<file path="src/rtl/axf_pkg.sv">
/*
 * shared constants and carriers for the auxiliary input result formatter.
 * assumes a 32-bit apb master on pclk and six analogue ports.
 */
package axf_pkg;
    localparam int NUM_PORTS = 6;
    // register byte offsets
    localparam logic [7:0] OFF_MEASURE_EN = 8'h00;
    localparam logic [7:0] OFF_REF_CTRL = 8'h04;
    localparam logic [7:0] OFF_PORT_CFG = 8'h08;
    localparam logic [7:0] OFF_BIAS_MODE = 8'h0c;
    localparam logic [7:0] OFF_DIAG_TWO = 8'h10;
    localparam logic [7:0] OFF_RATIO_OV = 8'h14;
    localparam logic [7:0] OFF_RATIO_UV = 8'h18;
    localparam logic [7:0] OFF_ABS_OV = 8'h1c;
    localparam logic [7:0] OFF_ABS_UV = 8'h20;
    localparam logic [7:0] OFF_ALERT = 8'h24;
    localparam logic [7:0] OFF_RESULT0 = 8'h40;
    // code limits
    localparam logic [13:0] ADC_FULL = 14'h3fff;
    localparam logic [12:0] RATIO_TH_FULL = 13'h1000;
    localparam logic [9:0] ABS_TH_FULL = 10'h3ff;
    // bias switch modes
    localparam logic [1:0] BIAS_OFF = 2'b10;
    localparam logic [1:0] BIAS_ON = 2'b11;
    // reset values
    localparam logic [1:0] BIAS_MODE_RST = 2'b00;
    localparam logic [15:0] RESULT_RST = 16'h0000;

    typedef struct packed {
        logic valid;
        logic [2:0] port;
        logic [14:0] code;
    } axf_sample_t;
endpackage : axf_pkg

</file>
<file path="src/rtl/axf_core.sv">
/*
 * auxiliary input result formatting, reference selection, threshold
 * encoding and input overvoltage protection, with an apb register slave.
 * assumes the converter delivers raw samples on pclk and that the
 * overvoltage detectors are asynchronous analogue comparator outputs.
 */
`timescale 1ns/1ps
`default_nettype none

// What this block does
// - ratiometric result: 14-bit code, register shifted two
// - absolute result: same scale, low bits zero
// - ratio threshold 13-bit code, register shifted four, less eight if nonzero, fff0 at full scale
// - absolute threshold 10-bit code, register shifted six
// - per-port select picks reference for adc, comparator
// - above reference clamps at full scale
// - separate alert thresholds per measurement type
// - measure port only when its enable set
// - same result registers regardless of reference
// - overvoltage on a port not in general io disconnects input, sets protect flag
// - flag and disconnect held until config rewrite
// - summary flag is OR of six flags
// - bias switch: auto, off, on by mode
// - general io enable overrides measure enable
module axf_core #(
    parameter int NP = axf_pkg::NUM_PORTS
) (
    // clock and reset
    input wire logic pclk,
    input wire logic presetn,
    // apb slave
    input wire logic psel,
    input wire logic penable,
    input wire logic pwrite,
    input wire logic [7:0] paddr,
    input wire logic [31:0] pwdata,
    output logic [31:0] prdata,
    output logic pready,
    output logic pslverr,
    // converter side
    input wire axf_pkg::axf_sample_t sample_in,
    input wire logic acq_active,
    input wire logic [NP-1:0] ov_detect_async,
    // analogue control
    output logic [NP-1:0] port_disconnect,
    output logic [NP-1:0] port_reference_select,
    output logic [NP-1:0] port_measure_active,
    output logic bias_supply_output,
    output logic [NP-1:0] port_ov_alert,
    output logic [NP-1:0] port_uv_alert
);
    // ****************************************************************
    // registers
    // ****************************************************************
    logic [NP-1:0] meas_en_reg;
    logic [NP-1:0] ref_sel_reg;
    logic [NP-1:0] gpio_en_reg;
    logic [1:0] bias_mode_reg;
    logic [12:0] ratio_ov_reg, ratio_uv_reg;
    logic [9:0] abs_ov_reg, abs_uv_reg;
    logic [NP-1:0] protect_reg;
    logic [NP-1:0] ov_meta_reg, ov_sync_reg;
    logic [15:0] result_reg [NP];
    logic [NP-1:0] ova_reg, uva_reg;

    // ****************************************************************
    // functions
    // ****************************************************************
    function automatic logic [15:0] ratio_th_enc(input logic [12:0] c);
        logic [12:0] k;
        k = (c > axf_pkg::RATIO_TH_FULL) ? axf_pkg::RATIO_TH_FULL : c;
        ratio_th_enc = (k == axf_pkg::RATIO_TH_FULL) ? 16'hfff0 :
            {k[11:0], 3'b000, 1'b0} - ((k == 13'h0000) ? 16'h0000 :
            16'h0008);
    endfunction : ratio_th_enc

    function automatic logic [15:0] abs_th_enc(input logic [9:0] c);
        abs_th_enc = {c, 6'h00};
    endfunction : abs_th_enc

    // ****************************************************************
    // decode
    // ****************************************************************
    wire logic acc = psel & penable;
    wire logic wr = acc & pwrite;
    wire logic [NP-1:0] meas_eff = meas_en_reg & ~gpio_en_reg;
    wire logic smp_ok = sample_in.valid && (sample_in.port < 3'(NP));
    wire logic [2:0] sp = sample_in.port;
    // saturate anything above the 14-bit full scale
    wire logic [13:0] clamped = (sample_in.code > 15'(axf_pkg::ADC_FULL))
        ? axf_pkg::ADC_FULL : sample_in.code[13:0];
    // one register format for both references
    wire logic [15:0] formatted = {clamped, 2'b00};
    wire logic hit_res = (paddr >= axf_pkg::OFF_RESULT0) &&
        (paddr < axf_pkg::OFF_RESULT0 + 8'(4 * NP)) && (paddr[1:0] == 2'b00);
    wire logic [2:0] res_idx = 3'((paddr - axf_pkg::OFF_RESULT0) >> 2);
    logic [31:0] rd_mux;
    logic rd_err;
    logic [15:0] th_ov, th_uv;

    always_comb begin
        rd_err = 1'b0;
        rd_mux = 32'h0000_0000;
        if (paddr == axf_pkg::OFF_MEASURE_EN) begin
            rd_mux = 32'(meas_en_reg);
        end else if (paddr == axf_pkg::OFF_REF_CTRL) begin
            rd_mux = 32'(ref_sel_reg);
        end else if (paddr == axf_pkg::OFF_PORT_CFG) begin
            rd_mux = 32'(gpio_en_reg);
        end else if (paddr == axf_pkg::OFF_BIAS_MODE) begin
            rd_mux = 32'(bias_mode_reg);
        end else if (paddr == axf_pkg::OFF_DIAG_TWO) begin
            rd_mux = {24'h000000, 1'b0, |protect_reg,
                6'(protect_reg)};
        end else if (paddr == axf_pkg::OFF_RATIO_OV) begin
            rd_mux = {16'h0000, ratio_th_enc(ratio_ov_reg)};
        end else if (paddr == axf_pkg::OFF_RATIO_UV) begin
            rd_mux = {16'h0000, ratio_th_enc(ratio_uv_reg)};
        end else if (paddr == axf_pkg::OFF_ABS_OV) begin
            rd_mux = {16'h0000, abs_th_enc(abs_ov_reg)};
        end else if (paddr == axf_pkg::OFF_ABS_UV) begin
            rd_mux = {16'h0000, abs_th_enc(abs_uv_reg)};
        end else if (paddr == axf_pkg::OFF_ALERT) begin
            rd_mux = {16'h0000, 2'b00, 6'(uva_reg), 2'b00, 6'(ova_reg)};
        end else if (hit_res) begin
            rd_mux = {16'h0000, result_reg[res_idx]};
        end else begin
            rd_err = 1'b1;
        end
    end

    // the sample's own reference picks its thresholds
    always_comb begin
        if (ref_sel_reg[sp]) begin
            th_ov = abs_th_enc(abs_ov_reg);
            th_uv = abs_th_enc(abs_uv_reg);
        end else begin
            th_ov = ratio_th_enc(ratio_ov_reg);
            th_uv = ratio_th_enc(ratio_uv_reg);
        end
    end

    wire logic cfg_wr = wr && (paddr == axf_pkg::OFF_PORT_CFG);
    // a port only takes samples when enabled and not protected
    wire logic [NP-1:0] take = NP'(smp_ok) << sp &
        meas_eff & ~protect_reg;
    wire logic bias_next = (bias_mode_reg == axf_pkg::BIAS_ON) ? 1'b1 :
        (bias_mode_reg == axf_pkg::BIAS_OFF) ? 1'b0 : acq_active;

    // ****************************************************************
    // apb and control
    // ****************************************************************
    always_ff @(posedge pclk or negedge presetn) begin
        if (!presetn) begin
            meas_en_reg <= '0;
            ref_sel_reg <= '0;
            gpio_en_reg <= '0;
            bias_mode_reg <= axf_pkg::BIAS_MODE_RST;
            ratio_ov_reg <= axf_pkg::RATIO_TH_FULL;
            ratio_uv_reg <= 13'h0000;
            abs_ov_reg <= axf_pkg::ABS_TH_FULL;
            abs_uv_reg <= 10'h000;
            prdata <= 32'h0000_0000;
            pready <= 1'b0;
            pslverr <= 1'b0;
        end else begin
            // one wait state: answer registered, then completes
            pready <= acc & ~pready;
            pslverr <= acc & ~pready & rd_err;
            prdata <= (acc & ~pready & ~pwrite) ? rd_mux : 32'h0000_0000;
            if (wr && pready) begin
                if (paddr == axf_pkg::OFF_MEASURE_EN) begin
                    meas_en_reg <= pwdata[NP-1:0];
                end else if (paddr == axf_pkg::OFF_REF_CTRL) begin
                    ref_sel_reg <= pwdata[NP-1:0];
                end else if (paddr == axf_pkg::OFF_PORT_CFG) begin
                    gpio_en_reg <= pwdata[NP-1:0];
                end else if (paddr == axf_pkg::OFF_BIAS_MODE) begin
                    bias_mode_reg <= pwdata[1:0];
                end else if (paddr == axf_pkg::OFF_RATIO_OV) begin
                    ratio_ov_reg <= pwdata[12:0];
                end else if (paddr == axf_pkg::OFF_RATIO_UV) begin
                    ratio_uv_reg <= pwdata[12:0];
                end else if (paddr == axf_pkg::OFF_ABS_OV) begin
                    abs_ov_reg <= pwdata[9:0];
                end else if (paddr == axf_pkg::OFF_ABS_UV) begin
                    abs_uv_reg <= pwdata[9:0];
                end
            end
        end
    end

    // ****************************************************************
    // protection
    // ****************************************************************
    // only ports in auxiliary use can trip; a trip in the clearing cycle
    // wins so a live overvoltage is never lost
    wire logic [NP-1:0] trip = ov_sync_reg & ~gpio_en_reg;
    always_ff @(posedge pclk or negedge presetn) begin
        if (!presetn) begin
            ov_meta_reg <= '0;
            ov_sync_reg <= '0;
            protect_reg <= '0;
        end else begin
            ov_meta_reg <= ov_detect_async;
            ov_sync_reg <= ov_meta_reg;
            protect_reg <= ((cfg_wr && pready) ? '0 : protect_reg) | trip;
        end
    end

    // ****************************************************************
    // results and alerts
    // ****************************************************************
    always_ff @(posedge pclk or negedge presetn) begin
        if (!presetn) begin
            for (int i = 0; i < NP; i++) begin
                result_reg[i] <= axf_pkg::RESULT_RST;
            end
            ova_reg <= '0;
            uva_reg <= '0;
        end else begin
            for (int i = 0; i < NP; i++) begin
                if (take[i]) begin
                    result_reg[i] <= formatted;
                    ova_reg[i] <= formatted > th_ov;
                    uva_reg[i] <= formatted < th_uv;
                end
            end
        end
    end

    // ****************************************************************
    // outputs
    // ****************************************************************
    always_ff @(posedge pclk or negedge presetn) begin
        if (!presetn) begin
            port_disconnect <= '0;
            port_reference_select <= '0;
            port_measure_active <= '0;
            bias_supply_output <= 1'b0;
            port_ov_alert <= '0;
            port_uv_alert <= '0;
        end else begin
            port_disconnect <= protect_reg | trip;
            port_reference_select <= ref_sel_reg;
            port_measure_active <= meas_eff & ~protect_reg;
            bias_supply_output <= bias_next;
            port_ov_alert <= ova_reg;
            port_uv_alert <= uva_reg;
        end
    end

    // ****************************************************************
    // checks
    // ****************************************************************
    property p_trip_sets;
        @(posedge pclk) disable iff (!presetn)
        trip != '0 |=> (protect_reg & $past(trip)) == $past(trip);
    endproperty
    a_trip_sets: assert property (p_trip_sets)
        else $error("flag missed");

    property p_hold;
        @(posedge pclk) disable iff (!presetn)
        !(cfg_wr && pready) && trip == '0 |=>
            protect_reg == $past(protect_reg);
    endproperty
    a_hold: assert property (p_hold) else $error("flag changed");

    property p_sum;
        @(posedge pclk) disable iff (!presetn)
        acc && !pready && !pwrite && paddr == axf_pkg::OFF_DIAG_TWO
        |=> prdata[6] == |$past(protect_reg);
    endproperty
    a_sum: assert property (p_sum) else $error("summary wrong");

    property p_fmt;
        @(posedge pclk) disable iff (!presetn)
        take[0] |=> result_reg[0][1:0] == 2'b00 &&
            result_reg[0][15:2] == $past(clamped);
    endproperty
    a_fmt: assert property (p_fmt) else $error("result form");

    property p_clamp;
        @(posedge pclk) disable iff (!presetn)
        take[0] && sample_in.code[14] |=> result_reg[0] == 16'hfffc;
    endproperty
    a_clamp: assert property (p_clamp) else $error("no clamp");

    property p_gate;
        @(posedge pclk) disable iff (!presetn)
        smp_ok && sp == 3'd2 && !meas_eff[2]
        |=> result_reg[2] == $past(result_reg[2]);
    endproperty
    a_gate: assert property (p_gate) else $error("gated write");

    property p_bias;
        @(posedge pclk) disable iff (!presetn)
        bias_mode_reg == axf_pkg::BIAS_OFF
            ##1 bias_mode_reg == axf_pkg::BIAS_OFF
        |-> !bias_supply_output;
    endproperty
    a_bias: assert property (p_bias) else $error("bias on");

    property p_ref;
        @(posedge pclk) disable iff (!presetn)
        1'b1 |=> port_reference_select == $past(ref_sel_reg);
    endproperty
    a_ref: assert property (p_ref) else $error("ref select");

    property p_disc;
        @(posedge pclk) disable iff (!presetn)
        ov_detect_async[4] ##1 ov_detect_async[4] && !gpio_en_reg[4]
            ##1 !gpio_en_reg[4] |=> ##1 port_disconnect[4];
    endproperty
    a_disc: assert property (p_disc) else $error("no disconnect");
endmodule : axf_core

`default_nettype wire

</file>
<file path="config.mk">
export PLATFORM = sky130hd
export DESIGN_NAME = axf_core
export DESIGN_NICKNAME = d
export VERILOG_FILES = /design/src/rtl/axf_pkg.sv /design/src/rtl/axf_core.sv
export SDC_FILE = /design/constraint.sdc
export NUM_CORES = 1
export LEC_CHECK = 0
export ABC_AREA = 1
export ABC_CLOCK_PERIOD_IN_PS = 4700
export BUFFER_PORTS_ARGS = -buffer_cell sky130_fd_sc_hd__buf_2
export CAP_MARGIN = 10
export CORE_MARGIN = 2
export CORE_UTILIZATION = 40
export DETAILED_ROUTE_END_ITERATION = 6
export GPL_ROUTABILITY_DRIVEN = 0
export HOLD_SLACK_MARGIN = 0.1
export MAX_ROUTING_LAYER = met4
export PLACE_DENSITY_LB_ADDON = 0.1
export RECOVER_POWER = 50
export SLEW_MARGIN = 20
export SYNTH_ARGS = -nofsm -noshare
export SYNTH_HDL_FRONTEND = slang
export SYNTH_SLANG_ARGS = --single-unit
</file>
<file path="constraint.sdc">
create_clock -name pclk -period 4.7 [get_ports pclk]
set_input_delay 0 -clock pclk [delete_from_list [all_inputs] [get_ports pclk]]
set_output_delay 0 -clock pclk [all_outputs]
set_load 0.02 [all_outputs]
</file>
==> results list <==
- Pin count of the biggest net entering global routing: 138
- Instance area after placement: 0.0122 mm^2
- Counting flops with an async set or reset pin after synthesis yields a share of 100%.
- For this configuration, the core starts out at a cell density of 40.3%.
- Headroom to the max-slew limit came out at -58.3%.
- Worst path top cell family by delay: simple AND/OR/NAND/NOR gates
* Filler Cell Count: 2,833
- Clock Tree Buf Depth: 3
* Most frequent cell after synthesis: sky130_fd_sc_hd__nand2_1
- Standby leakage power: 6.30 nW
- Share of layout cells above drive strength 1: 12.5%
- Number of buffers inserted for hold repair after clock tree synthesis: 53
* Antenna diodes: 0
- Sequence of cells on the critical path: nor2_1 -> nand2_1 -> nor2_1 -> nand2_2 -> nand2_4 -> o21ai_2 -> nand3_2 -> ha_1 -> nand2_1 -> inv_1 -> nand3_1 -> o21ai_1 -> nand3_1 -> o21ai_0 -> ha_1 -> nand4_1 -> a31oi_1 -> a2111oi_0 -> buf_4 -> nand2_4 -> o21ai_2
- Dividing the synthesized area by the synthesized cell count gives 8.35 um^2.
- The area growth from synthesis to layout is 18.1%.
* Number of unique standard cell types used by synthesis: 62
- CTS built an H-tree with a depth of 1.
- Across the run, the number of max-cap violations was 3.
* Bufs and invs on worst path: 2
- Initial antenna violation count: 0
* Worst stage delay on the critical path: between 0.5 and 0.6 ns
* Via Count: 9,841
- PostCTS Resize Cnt: 0
- For the final database, setup skew stands at 0.00792 ns.
- During synthesis, Yosys emitted a total of 0 warnings.
- Global-route usage over all layers: 23.6%
- Across all register-to-register paths, the minimum setup slack is 0.57 ns.
* Number of buffers created by CTS: 26
- The flow ran to the end, but the final reports show violations.
- In this run the vertical extent of the chip is ~170 um.
- Arrival time of the worst setup path: 4.56 ns
- Data required, critical path: around 5.1 ns
* Maximum net fanout on the critical path: 15
* Number of hold-slack violations in the final timing report: 0
* IO Port Bufs: 100
* Number of detailed-route iterations in the first pass: 6
- Std-Cell Rows: 62
* Final Cell Area: 0.0136 mm^2
* Cell count after synthesis: 1,376
- Post-synthesis register bit count: 229
- After synthesis, flip-flops and latches occupy between 50% and 60% of the total area.
- The register with the most flip-flops in the layout has 84 of them.
- Startpoint type of the worst setup path: flip-flop
* Average wire length per cell after detail routing: 17.8 um
* Nets: 1,611
- The synthesized design spends more area on one cell type than any other, namely sky130_fd_sc_hd__dfrtp_1.
- Std-Cell Core Area: 0.0285 mm^2
- For this block, the initial DRC count from the detailed router was 834.
- CTS tree: done
- IO Count: roughly 140
* Wire length of the first global-routing pass: 54,200 um
- Setup Viol. Count Final: 0
- The HPWL after detailed placement is between 20,000 and 25,000 um.
- Count of unresolved DRC violations after routing: 0
* Mapped cell area: 0.0115 mm^2
* Most used DFF post-synth: sky130_fd_sc_hd__dfrtp_1
* Post-route ant nets: 0
* Source-to-sink clock delay at the later pin of the worst-skew pair: 0.53 ns
- Leading post-synthesis cells by instance count: 335 x sky130_fd_sc_hd__nand2_1, 218 x sky130_fd_sc_hd__dfrtp_1, 201 x sky130_fd_sc_hd__o21ai_0
* Setup repair bufs after CTS: 0
- Summed over all failing endpoints, the final setup total negative slack is 0 ns.
- In the finished design, the share of the clock period the worst path needs comes to 87.9%.
* Transition time at the pin with the least slew margin: 2.37 ns
- In the post-synthesis netlist, the biggest area contributors are sky130_fd_sc_hd__dfrtp_1 48%, sky130_fd_sc_hd__nand2_1 11%, sky130_fd_sc_hd__o21ai_0 8.8%.
* CP max stage cell: sky130_fd_sc_hd__a2111oi_0
- Slew Viols, Final: about 270
* Root Buffer: sky130_fd_sc_hd__clkbuf_16
- After global routing the overflow that remains totals 0.
- Wires add up to 34,100 um.
* Post-CTS clock slew at the launch and capture registers of the worst setup and hold paths: ~0.06 ns
- Number of global-route vias before repair: 9,436
- The worst setup path is captured at a flip-flop.
- By startpoint and endpoint, the worst setup path is classified as flip-flop to flip-flop.
- The path class of the tightest hold or removal check is input pin to flip-flop.
- Across the VDD grid, the largest voltage drop is 0.229 mV.
- Area share of the leading cell type in the synthesized netlist: 47.5%
- Counting every sink on the clock net gives 229.
* RSZ-0062 raised after global routing: no
* Die width: about 170 um
- For this design the ratio of total power to cell area is ~320 mW/mm^2.
- Vias/cell: 5.13
* Final worst path period need: 4.13 ns
- Die area: 0.0301 mm^2
* Post-synth EDFFs: 0
- FMAX: 242 MHz
- The checks that failed: max-capacitance violations, max-slew violations.
[cell usage in the layout (no fill, tap or decap), types with 6 or more instances in the layout]
cell / netlist / layout
sky130_fd_sc_hd__ha_1: 27 / 27
sky130_fd_sc_hd__inv_2: 11 / 11
sky130_fd_sc_hd__nand3_1: 79 / 79
sky130_fd_sc_hd__clkbuf_1: 30 / 53
sky130_fd_sc_hd__nor2_1: 98 / 98
sky130_fd_sc_hd__nor3_1: 7 / 7
sky130_fd_sc_hd__buf_2: 12 / 50
sky130_fd_sc_hd__buf_4: 26 / 9
sky130_fd_sc_hd__clkinv_2: 0 / 6
sky130_fd_sc_hd__nand2_2: 10 / 10
sky130_fd_sc_hd__o21ai_0: 201 / 201
sky130_fd_sc_hd__clkbuf_16: 0 / 27
sky130_fd_sc_hd__nand2_1: 335 / 335
sky130_fd_sc_hd__o22ai_1: 19 / 19
sky130_fd_sc_hd__nand4_1: 9 / 9
sky130_fd_sc_hd__o211ai_1: 9 / 9
sky130_fd_sc_hd__o21ai_1: 27 / 27
sky130_fd_sc_hd__mux2i_1: 9 / 9
sky130_fd_sc_hd__or2_2: 10 / 10
sky130_fd_sc_hd__dfrtp_1: 218 / 218
sky130_fd_sc_hd__dfstp_2: 11 / 11
sky130_fd_sc_hd__conb_1: 1 / 16
sky130_fd_sc_hd__dlygate4sd3_1: 0 / 53
sky130_fd_sc_hd__a21oi_1: 46 / 46
sky130_fd_sc_hd__nor2_2: 12 / 12
sky130_fd_sc_hd__inv_1: 103 / 103
[where the power goes]
part	internal (W)	switching, W	total, W
logic	0.000111	0.000231	0.000343
registers	0.00198	0.00000529	0.00199
clock network	0.00124	0.000834	0.00207
[per-stage QoR]
step	std cells	setup WS (ns)	utilization (%)	hold slack (ns)	power [W]
after detailed placement	1816	0.725	43.0	0.0694	0.00234
after global placement	1816	0.753	43.0	0.0831	0.00233
after global routing	1917	0.187	47.6	0.113	0.00457
after floorplan	1391	1.43	-	-0.296	0.00220
final	1917	0.570	47.6	0.116	0.00440
after CTS	1917	0.672	48.0	0.105	0.00445
[final cells by class]
cell class	instances	area, um^2	share of cell area (%)
Multi-Input combinational cell	974	4960	36.6
Sequential cell	229	5740	42.3
Inverter	117	442	3.26
Clock buffer	34	752	5.54
Timing Repair Buffer	165	1050	7.76
Clock inverter	14	136	1.01
Tap cell	384	480	3.54
[per-layer routing]
metal  wire length [um]  GRT usage, %  share of wire, %
met1              16100          33.2                47
met2              15500          36.8                46
met3               1750          2.85               5.1
met4                707          5.51               2.1
met5                  0             -                 0
[cells by family after synthesis]
family                     after synthesis  share of synthesized area, %
xor gates and xnor gates                 1                        0.0763
DFF                                    229                          50.0
AOI/OAI and AO/OA                      338                          16.6
adders and majority gates               27                          2.94
buffers and inverters                  188                          7.29
and+or+nand+nor                        583                          22.2
other                                    1                        0.0327
muxes                                    9                         0.785
[worst paths after layout]
path                                         start              to  cells past startpoint
worst min register to register      ov_meta_reg[3]  ov_sync_reg[3]                      0
min in group asynchronous                  presetn  result_reg[82]                      2
worst max register to register     ratio_uv_reg[1]      uva_reg[1]                     21
worst min-delay path            ov_detect_async[2]  ov_meta_reg[2]                      2
worst max-delay path               ratio_uv_reg[1]      uva_reg[1]                     21
max in group asynchronous                  presetn  protect_reg[0]                      3
No activity file was read; power rests on OpenSTA's default activity.
